**src/spc_map.vh**
```
// Constants for the SDRAM pin control block: command codes, latencies, widths.
// Included by spc_pin_control.v and the other files except spc_mem.v; definitions only.
`ifndef SPC_MAP_VH
`define SPC_MAP_VH
// Command code {csN, rasN, casN, weN}
`define SPC_CMD_NOP 4'h7
`define SPC_CMD_ACTIVE 4'h3
`define SPC_CMD_READ 4'h5
`define SPC_CMD_WRITE 4'h4
`define SPC_CMD_BURST_TERM 4'h6
`define SPC_CMD_PRECHARGE 4'h2
`define SPC_CMD_REFRESH 4'h1
`define SPC_CMD_LOAD_MODE 4'h0
// Output mask latency in clocks
`define SPC_MASK_LATENCY 2
// Read data latency in clocks
`define SPC_READ_LATENCY 2
// Address bit that selects all banks or auto precharge
`define SPC_ADDR_BIT_TEN 10
// Configurations
`define SPC_CFG_X4 2'h0
`define SPC_CFG_X8 2'h1
`define SPC_CFG_X16 2'h2
// Power states
`define SPC_PWR_RUN 3'h0
`define SPC_PWR_PRE_PD 3'h1
`define SPC_PWR_ACT_PD 3'h2
`define SPC_PWR_SELF_REF 3'h3
`define SPC_PWR_SUSPEND 3'h4
// Reset values
`define SPC_RST_BURST_LEFT 4'h0
`endif

```
**src/spc_mem.v**
```verilog
// Small word memory with per-byte write enables and registered read data.
// Assumes a single clock; write and read may happen on the same edge.
`timescale 1ns/1ps
module spc_mem #(
  parameter AW = 6,
  parameter DW = 16
) (
  input wire clock, // System clock
  input wire [DW/8-1:0] wrByteEn, // Per-byte write enable
  input wire [AW-1:0] wrAddr, // Write address
  input wire [DW-1:0] wrData, // Write data
  input wire [AW-1:0] rdAddr, // Read address
  output reg [DW-1:0] rdData_q // Registered read data
);
  reg [DW-1:0] mem [0:(1<<AW)-1];
  integer i;
  always @(posedge clock)
  begin
    for (i = 0; i < DW/8; i = i + 1)
      if (wrByteEn[i])
        mem[wrAddr][i*8 +: 8] <= wrData[i*8 +: 8];
    rdData_q <= mem[rdAddr];
  end
endmodule

```
**src/spc_pin_control.v**
```verilog
// SDRAM device-side pin control: command decode, clock enable states, data mask.
// Assumes the memory controller drives every input on the device clock.
`timescale 1ns/1ps
`include "spc_map.vh"
// How it works
// - All input pins are captured only on the rising clock edge.
// - Each active edge updates output data and, during a burst, advances the burst column.
// - Clock enable high lets edges act; low freezes the device.
// - Clock enable low picks power-down, self refresh or suspend from burst state, bank state and a refresh command.
// - In power-down or self refresh, clock enable is watched without clock gating.
// - In power-down or self refresh, input receivers except clock and clock enable are disabled.
// - Chip select low enables the command decoder, high disables it.
// - Chip select high masks commands but running bursts finish.
// - Data mask still works while chip select is high.
// - Command decoded from chip select, row, column strobes and write enable.
// - Mask high during write discards that cycle's data.
// - Mask high during read floats outputs two clocks later.
// - Low mask covers bits 7:0, high mask bits 15:8.
// - In narrow configurations one mask covers all; low mask unconnected.
// - Bank-select inputs name the bank for activate, read, write, precharge.
// - Precharge with address bit ten high closes all banks, else one.
// - Column width follows COLW; address bit ten selects auto precharge.
module spc_pin_control #(
  parameter CFG = `SPC_CFG_X16,
  parameter DW = 16,
  parameter COLW = 6,
  parameter BURST_LEN = 4
) (
  input wire clock, // System clock
  input wire rst, // Synchronous reset, active high
  input wire clockEnable, // Clock enable pin
  input wire chipSelectN, // Chip select, active low
  input wire rowStrobeN, // Row strobe, active low
  input wire colStrobeN, // Column strobe, active low
  input wire writeEnableN, // Write enable, active low
  input wire [1:0] bankSel, // Bank select
  input wire [11:0] addr, // Address, addr_bit_ten is bit 10
  input wire low_byte_mask, // Mask for bits 7:0
  input wire high_byte_mask, // Mask for bits 15:8, sole mask when narrow
  input wire [DW-1:0] dqIn, // Data pin input
  output reg [DW-1:0] dqOut_q, // Data pin output
  output reg [DW-1:0] dqOe_q, // Data output enable per bit, high drives
  output reg [3:0] bankOpen_q, // Row open per bank
  output reg [2:0] powerState_q, // Current clock enable state
  output reg receiversOn_q // Input receivers enabled
);
  // Pins pass two flops; clock enable has its own two-flop copy used for wake
  reg [DW+19:0] pinS1_q, pinS2_q;
  reg cke1_q, cke2_q;
  reg [1:0] burstBank_q;
  reg [COLW-1:0] burstCol_q;
  reg [3:0] burstLeft_q;
  reg burstIsWrite_q, autoPre_q;
  reg [`SPC_READ_LATENCY-1:0] rdValidPipe_q;
  reg [1:0] maskPipe1_q, maskPipe2_q;
  reg [DW-1:0] rdHold_q;
  reg [DW-1:0] wrDataDly_q;
  reg [1:0] wrMaskDly_q;
  wire [3:0] cmd;
  wire [1:0] sBank;
  wire [11:0] sAddr;
  wire sLowMask, sHighMask;
  wire [DW-1:0] sDq;
  wire [DW-1:0] memRd;
  wire active;
  wire lowPower;
  wire burstRun;
  wire [1:0] effMask;
  wire [DW/8-1:0] wrBe;
  wire [COLW-1:0] colStart;

  // Expand the byte masks to the bus width
  function [DW/8-1:0] laneMask;
    input [1:0] m;
    integer k;
    begin
      for (k = 0; k < DW/8; k = k + 1)
        laneMask[k] = (DW > 8) ? m[k] : m[1];
    end
  endfunction

  function [DW-1:0] bitMask;
    input [1:0] m;
    integer k;
    begin
      for (k = 0; k < DW; k = k + 1)
        bitMask[k] = (DW > 8) ? m[k/8] : m[1];
    end
  endfunction

  always @(posedge clock)
  begin
    pinS1_q <= {chipSelectN, rowStrobeN, colStrobeN, writeEnableN, bankSel, addr,
                low_byte_mask, high_byte_mask, dqIn};
    pinS2_q <= pinS1_q;
    cke1_q <= clockEnable;
    cke2_q <= cke1_q;
  end

  assign cmd = pinS2_q[DW+19:DW+16];
  assign sBank = pinS2_q[DW+15:DW+14];
  assign sAddr = pinS2_q[DW+13:DW+2];
  // Narrow parts ignore the low mask pin
  assign sLowMask = (CFG == `SPC_CFG_X16) ? pinS2_q[DW+1] : pinS2_q[DW];
  assign sHighMask = pinS2_q[DW];
  assign effMask = {sHighMask, sLowMask};
  assign sDq = pinS2_q[DW-1:0];

  assign lowPower = (powerState_q == `SPC_PWR_PRE_PD) || (powerState_q == `SPC_PWR_ACT_PD) ||
                    (powerState_q == `SPC_PWR_SELF_REF);
  // Wake uses the synchronised level regardless of the frozen command path
  assign active = cke2_q && (powerState_q == `SPC_PWR_RUN);
  assign burstRun = (burstLeft_q != `SPC_RST_BURST_LEFT);
  // Column narrower than the array uses low bits; bit ten reserved for auto precharge
  assign colStart = sAddr[COLW-1:0];
  assign wrBe = (active && burstRun && burstIsWrite_q) ? ~laneMask(wrMaskDly_q) : {DW/8{1'b0}};

  spc_mem #(
    .AW(COLW + 2),
    .DW(DW)
  ) uMem (
    .clock(clock),
    .wrByteEn(wrBe),
    .wrAddr({burstBank_q, burstCol_q}),
    .wrData(wrDataDly_q),
    .rdAddr({burstBank_q, burstCol_q}),
    .rdData_q(memRd)
  );

  // Power state choice follows bank and burst conditions
  always @(posedge clock)
  begin
    if (rst)
    begin
      powerState_q <= `SPC_PWR_RUN;
      receiversOn_q <= 1'b1;
    end
    else
    begin
      case (powerState_q)
        `SPC_PWR_RUN:
          if (!cke2_q)
          begin
            if (burstRun)
              powerState_q <= `SPC_PWR_SUSPEND;
            else if (bankOpen_q != 4'h0)
              powerState_q <= `SPC_PWR_ACT_PD;
            else if (cmd == `SPC_CMD_REFRESH)
              powerState_q <= `SPC_PWR_SELF_REF;
            else
              powerState_q <= `SPC_PWR_PRE_PD;
            receiversOn_q <= burstRun;
          end
        `SPC_PWR_PRE_PD, `SPC_PWR_ACT_PD, `SPC_PWR_SELF_REF:
          if (cke2_q)
          begin
            powerState_q <= `SPC_PWR_RUN;
            receiversOn_q <= 1'b1;
          end
        `SPC_PWR_SUSPEND:
          if (cke2_q)
            powerState_q <= `SPC_PWR_RUN;
        default:
          powerState_q <= `SPC_PWR_RUN;
      endcase
    end
  end

  // Command decode and burst engine
  always @(posedge clock)
  begin
    if (rst)
    begin
      bankOpen_q <= 4'h0;
      burstBank_q <= 2'h0;
      burstCol_q <= {COLW{1'b0}};
      burstLeft_q <= `SPC_RST_BURST_LEFT;
      burstIsWrite_q <= 1'b0;
      autoPre_q <= 1'b0;
      wrDataDly_q <= {DW{1'b0}};
      wrMaskDly_q <= 2'h0;
    end
    else if (active)
    begin
      // Write data lag one edge, so the word taken with the command lands first
      wrDataDly_q <= sDq;
      wrMaskDly_q <= effMask;
      if (burstRun)
      begin
        burstCol_q <= burstCol_q + {{(COLW-1){1'b0}}, 1'b1};
        burstLeft_q <= burstLeft_q - 4'h1;
        if (burstLeft_q == 4'h1 && autoPre_q)
          bankOpen_q[burstBank_q] <= 1'b0;
      end
      // Commands only when selected; running bursts continue either way
      if (cmd[3] == 1'b0)
      begin
        case (cmd)
          `SPC_CMD_ACTIVE:
            bankOpen_q[sBank] <= 1'b1;
          `SPC_CMD_READ, `SPC_CMD_WRITE:
          begin
            burstBank_q <= sBank;
            burstCol_q <= colStart;
            burstLeft_q <= BURST_LEN[3:0];
            burstIsWrite_q <= (cmd == `SPC_CMD_WRITE);
            autoPre_q <= sAddr[`SPC_ADDR_BIT_TEN];
          end
          `SPC_CMD_BURST_TERM:
            burstLeft_q <= `SPC_RST_BURST_LEFT;
          `SPC_CMD_PRECHARGE:
            if (sAddr[`SPC_ADDR_BIT_TEN])
              bankOpen_q <= 4'h0;
            else
              bankOpen_q[sBank] <= 1'b0;
          `SPC_CMD_NOP: ;
          default: ;
        endcase
      end
    end
  end

  // Read data and two-clock mask pipelines, independent of chip select
  always @(posedge clock)
  begin
    if (rst)
    begin
      rdValidPipe_q <= {`SPC_READ_LATENCY{1'b0}};
      maskPipe1_q <= 2'h0;
      maskPipe2_q <= 2'h0;
      dqOut_q <= {DW{1'b0}};
      rdHold_q <= {DW{1'b0}};
      dqOe_q <= {DW{1'b0}};
    end
    else if (powerState_q == `SPC_PWR_RUN || powerState_q == `SPC_PWR_SUSPEND)
    begin
      if (active)
      begin
        rdValidPipe_q <= {rdValidPipe_q[`SPC_READ_LATENCY-2:0], burstRun && !burstIsWrite_q};
        maskPipe1_q <= effMask;
        maskPipe2_q <= maskPipe1_q;
        // Extra stage keeps the data in step with the drive enable pipe
        rdHold_q <= memRd;
        dqOut_q <= rdHold_q;
        dqOe_q <= rdValidPipe_q[`SPC_READ_LATENCY-1] ? ~bitMask(maskPipe2_q) : {DW{1'b0}};
      end
    end
    else
      dqOe_q <= {DW{1'b0}};
  end
endmodule

```
**config.mk**
```make
export PLATFORM = sky130hd
export DESIGN_NAME = spc_pin_control
export DESIGN_NICKNAME = d
export VERILOG_FILES = /design/src/spc_mem.v /design/src/spc_pin_control.v
export VERILOG_INCLUDE_DIRS = /design/src
export SDC_FILE = /design/constraint.sdc
export NUM_CORES = 2
export LEC_CHECK = 0
export BUFFER_PORTS_ARGS = -buffer_cell sky130_fd_sc_hd__buf_2
export CAP_MARGIN = 20
export CORE_AREA = 2 2 515 568
export CTS_BUF_LIST = sky130_fd_sc_hd__clkbuf_8
export DETAILED_ROUTE_END_ITERATION = 7
export DIE_AREA = 0 0 517 570
export PLACE_DENSITY = 0.71
export RECOVER_POWER = 100
export SKIP_CTS_REPAIR_TIMING = 1
export SYNTH_ARGS = -nofsm -noshare
export SYNTH_HDL_FRONTEND = slang
export SYNTH_SLANG_ARGS = --single-unit
```
**constraint.sdc**
```tcl
create_clock -name clock -period 5.5 [get_ports clock]
set_clock_uncertainty 0.2 [all_clocks]
set_input_delay 0.55 -clock clock [delete_from_list [all_inputs] [get_ports clock]]
set_output_delay 0.55 -clock clock [all_outputs]
set_load 0.01 [all_outputs]
```
==> metrics.md <==
| Metric | Value |
|---|---|
| Status | finished with violations |
| Failing checks | max-capacitance violations, max-slew violations |
| Number of global-route vias before repair | 79,600 |
| Die Y | 570 um |
| Slew HR | -1.47 |
| Final worst-path cycle share | 0.903 |
| Worst-path cell chain | inv_1 -> ha_1 -> nand2_1 -> clkbuf_1 -> nor2_1 |
| Hold Slack | 0.0935 ns |
| CTS tree | yes |
| Filler Cell Count | 19,500 |
| Maxcap violations | 36 |
| Clock transition at path regs | 0.06 ns |
| IO Port Bufs | 73 |
| CP Data Required Time | 5.92 ns |
| Via-to-Cell Ratio | 6.43 |
| VDD IR max | 0.000264 V |
| 1st-pass router iterations | 6 |
| Yosys reg bits | 4,256 |
| Mapped Area | 161,000 um2 |
| Final hold vios | 0 |
| GPL Wtd Cong | 0.822 |
| Row count | 207 |
| Setup violation total in the final timing report | 0 |
| Clock Tree Buf Depth | 4 |
| Grt total ovfl | 0 |
| Critical path peak fanout | 38 |
| Crit Path Category | reg -> reg |
| Largest net degree at the start of global routing | 258 |
| Syn avg cell area | 21.4 um2 |
| Syn_nets | 7,574 |
| Worst R2R Setup Slack | 0.53 ns |
| Tot GR Track Use | 0.251 |
| Sequential area share after synthesis | 0.784 |
| Initial antenna violation count | 16 |
| Critical Path AT | 5.39 ns |
| Synth warn | 0 |
| Maximum clock frequency | 201 MHz |
| Layout cells sized above 1 | 0.237 |
| Nets@finish | 8,016 |
| Register area | 126,000 um2 |
| Leakage | 54.4 nW |
| CP peak stage delay | 1.40 ns |
| Final Max Tran Viols | 2,549 |
| Placed insts | 11,100 |
| Post-Layout Cell Count | 12,300 |
| Clk Latency, worst-skew pair | 1.08 ns |
| Root Buffer | clkbuf_8 |
| Hold Crit Class | reg -> reg |
| Count of unique library cells instantiated by Yosys | 41 |
| Multi-input logic area | 32,800 um2 |
| RSZ-0062 raised after global routing | false |
| Pwr dens | 391 nW/um2 |
| CP top delay family | buffers and inverters |
| Starting Density | 0.558 |
| Cells after synthesis | 7,528 |
| Die area | 295,000 um2 |
| Worst Path Buf+Inv | 2 |
| Startpoint types | flip-flop |
| Setup TNS Final | 0 ns |
| DR iter-0 viols | 10,300 |
| Area delta synth->final | 10.5% |
| H-tree depth | 6 |
| Ports | 79 |
| Final WL | 374,000 um |
| Core Footprint | 289,000 um2 |
| Worst Tran Pin Value | 3.70 ns |
| Total number of vias | 79,300 |
| Slowest-stage cell, CP | clkbuf_1 |
| Number of remaining DRC errors | 0 |
| Post-layout min period | 4.97 ns |
| Post-DP HPWL | 210,000 um |
| CP endpoint kind | flip-flop |
| Sink Count | 4,256 |
| First-pass GRT wire length | 540,000 um |
| DR WL/cell | 30.4 um |
| Cts bufs inserted | 629 |
| Number of routed nets with antenna violations | 0 |
| Die Span X | 517 um |
-- power by group --
part | internal, W | total [W] | switching, W
Clock | 0.0118 | 0.0235 | 0.0117
Combinational | 0.00405 | 0.00916 | 0.00511
Sequential | 0.0364 | 0.0369 | 0.000496
-- layer usage --
| metal | GRT usage | part of all wire |
|---|---|---|
| met1 | 0.356 | 0.38 |
| met2 | 0.395 | 0.49 |
| met3 | 0.0563 | 0.11 |
| met4 | 0.0774 | 0.030 |
| met5 | 0 | 0.00020 |
-- state kept, by name, indices dropped and copies added, names as in the netlist, 2 cells and up --
register       flops
rdValidPipe_q      2
burstBank_q        2
pinS1_q           31
rdHold_q          16
uMem.mem        4096
wrMaskDly_q        2
burstLeft_q        4
burstCol_q         6
dqOe_q             2
maskPipe1_q        2
wrDataDly_q       16
pinS2_q           31
maskPipe2_q        2
uMem.rdData_q     16
powerState_q       3
dqOut_q           16
bankOpen_q         4
-- worst paths after layout --
kind                               from                          to  depth (start not counted)
max          burstCol_q[1]$_SDFFE_PP0N_  uMem.mem[93][15]$_DFFE_PP_                          5
min                 pinS1_q[31]$_DFF_P_         pinS2_q[31]$_DFF_P_                          0
max reg2reg  burstCol_q[1]$_SDFFE_PP0N_  uMem.mem[93][15]$_DFFE_PP_                          5
min reg2reg         pinS1_q[31]$_DFF_P_         pinS2_q[31]$_DFF_P_                          0
-- stage by stage --
step	utilization	total power, W	area [um2]	setup WS, ns
after global routing	0.616	0.0718	178000	0.495
after floorplan	-	0.0440	161000	1.05
after global placement	0.576	0.0465	166000	1.27
after CTS	0.615	0.0698	178000	1.15
after detailed placement	0.576	0.0467	166000	1.16
final	0.616	0.0696	178000	0.532
-- cell usage after synthesis --
cell type,count,share of area
a2111oi_0,1,0.000054
a211o_1,1,0.000054
a211oi_1,1,0.000047
a21boi_0,1,0.000047
a21o_1,4,0.00019
a21oi_1,331,0.010
a221oi_1,1,0.000054
a22oi_1,517,0.024
a31oi_1,2,0.000078
a41oi_1,1,0.000054
and2_1,4,0.00016
and3_1,1,0.000039
and4b_1,1,0.000062
buf_1,43,0.0010
buf_2,113,0.0035
buf_4,25,0.0012
clkbuf_1,319,0.0074
dfxtp_1,160,0.020
edfxtp_1,4096,0.76
ha_1,7,0.00054
inv_1,8,0.00019
mux4_2,1024,0.14
nand2_1,154,0.0036
nand2b_1,3,0.00012
nand3_1,41,0.0013
nand3b_1,3,0.00014
nand4_1,17,0.00066
nor2_1,537,0.013
nor2b_1,8,0.00031
nor3_1,7,0.00022
nor3b_1,3,0.00014
nor4_1,2,0.000078
nor4b_1,1,0.000054
o211ai_1,1,0.000047
o21ai_0,13,0.00040
o22ai_1,3,0.00012
o31ai_1,2,0.000093
o41ai_1,64,0.0035
or2_2,1,0.000039
or3_1,5,0.00019
or3b_2,2,0.00011
-- cell usage in the layout, fill, tap and decap left out, drive strengths merged, types with 13 or more instances in the layout --
cell type    count
edfxtp        4096
mux4          1024
clkbuf         746
nor2           537
a22oi          517
a21oi          331
inv            224
clkinv         203
dfxtp          160
buf            156
nand2          154
o41ai           64
dlygate4sd3     63
nand3           41
clkinvlp        24
nand4           17
bufinv          16
o21ai           13
-- kinds of logic after synthesis --
group | count (synthesis) | share of synthesized area
compound gates | 943 | 0.0391
simple gates | 790 | 0.0197
mux | 1024 | 0.143
buf+inv | 508 | 0.0133
flops | 4256 | 0.784
fa+ha+maj | 7 | 0.000544
-- final cells by class --
cell class                      count  share of cell area
Antenna cell                        6           0.0000844
Clock buffer                      655              0.0507
Clock inverter                    459              0.0135
Inverter                            8            0.000169
Multi-Input combinational cell   2764               0.184
Sequential cell                  4256               0.710
Tap cell                         3866              0.0272
Timing Repair Buffer              311              0.0144
No activity file was read; power rests on OpenSTA's default activity.
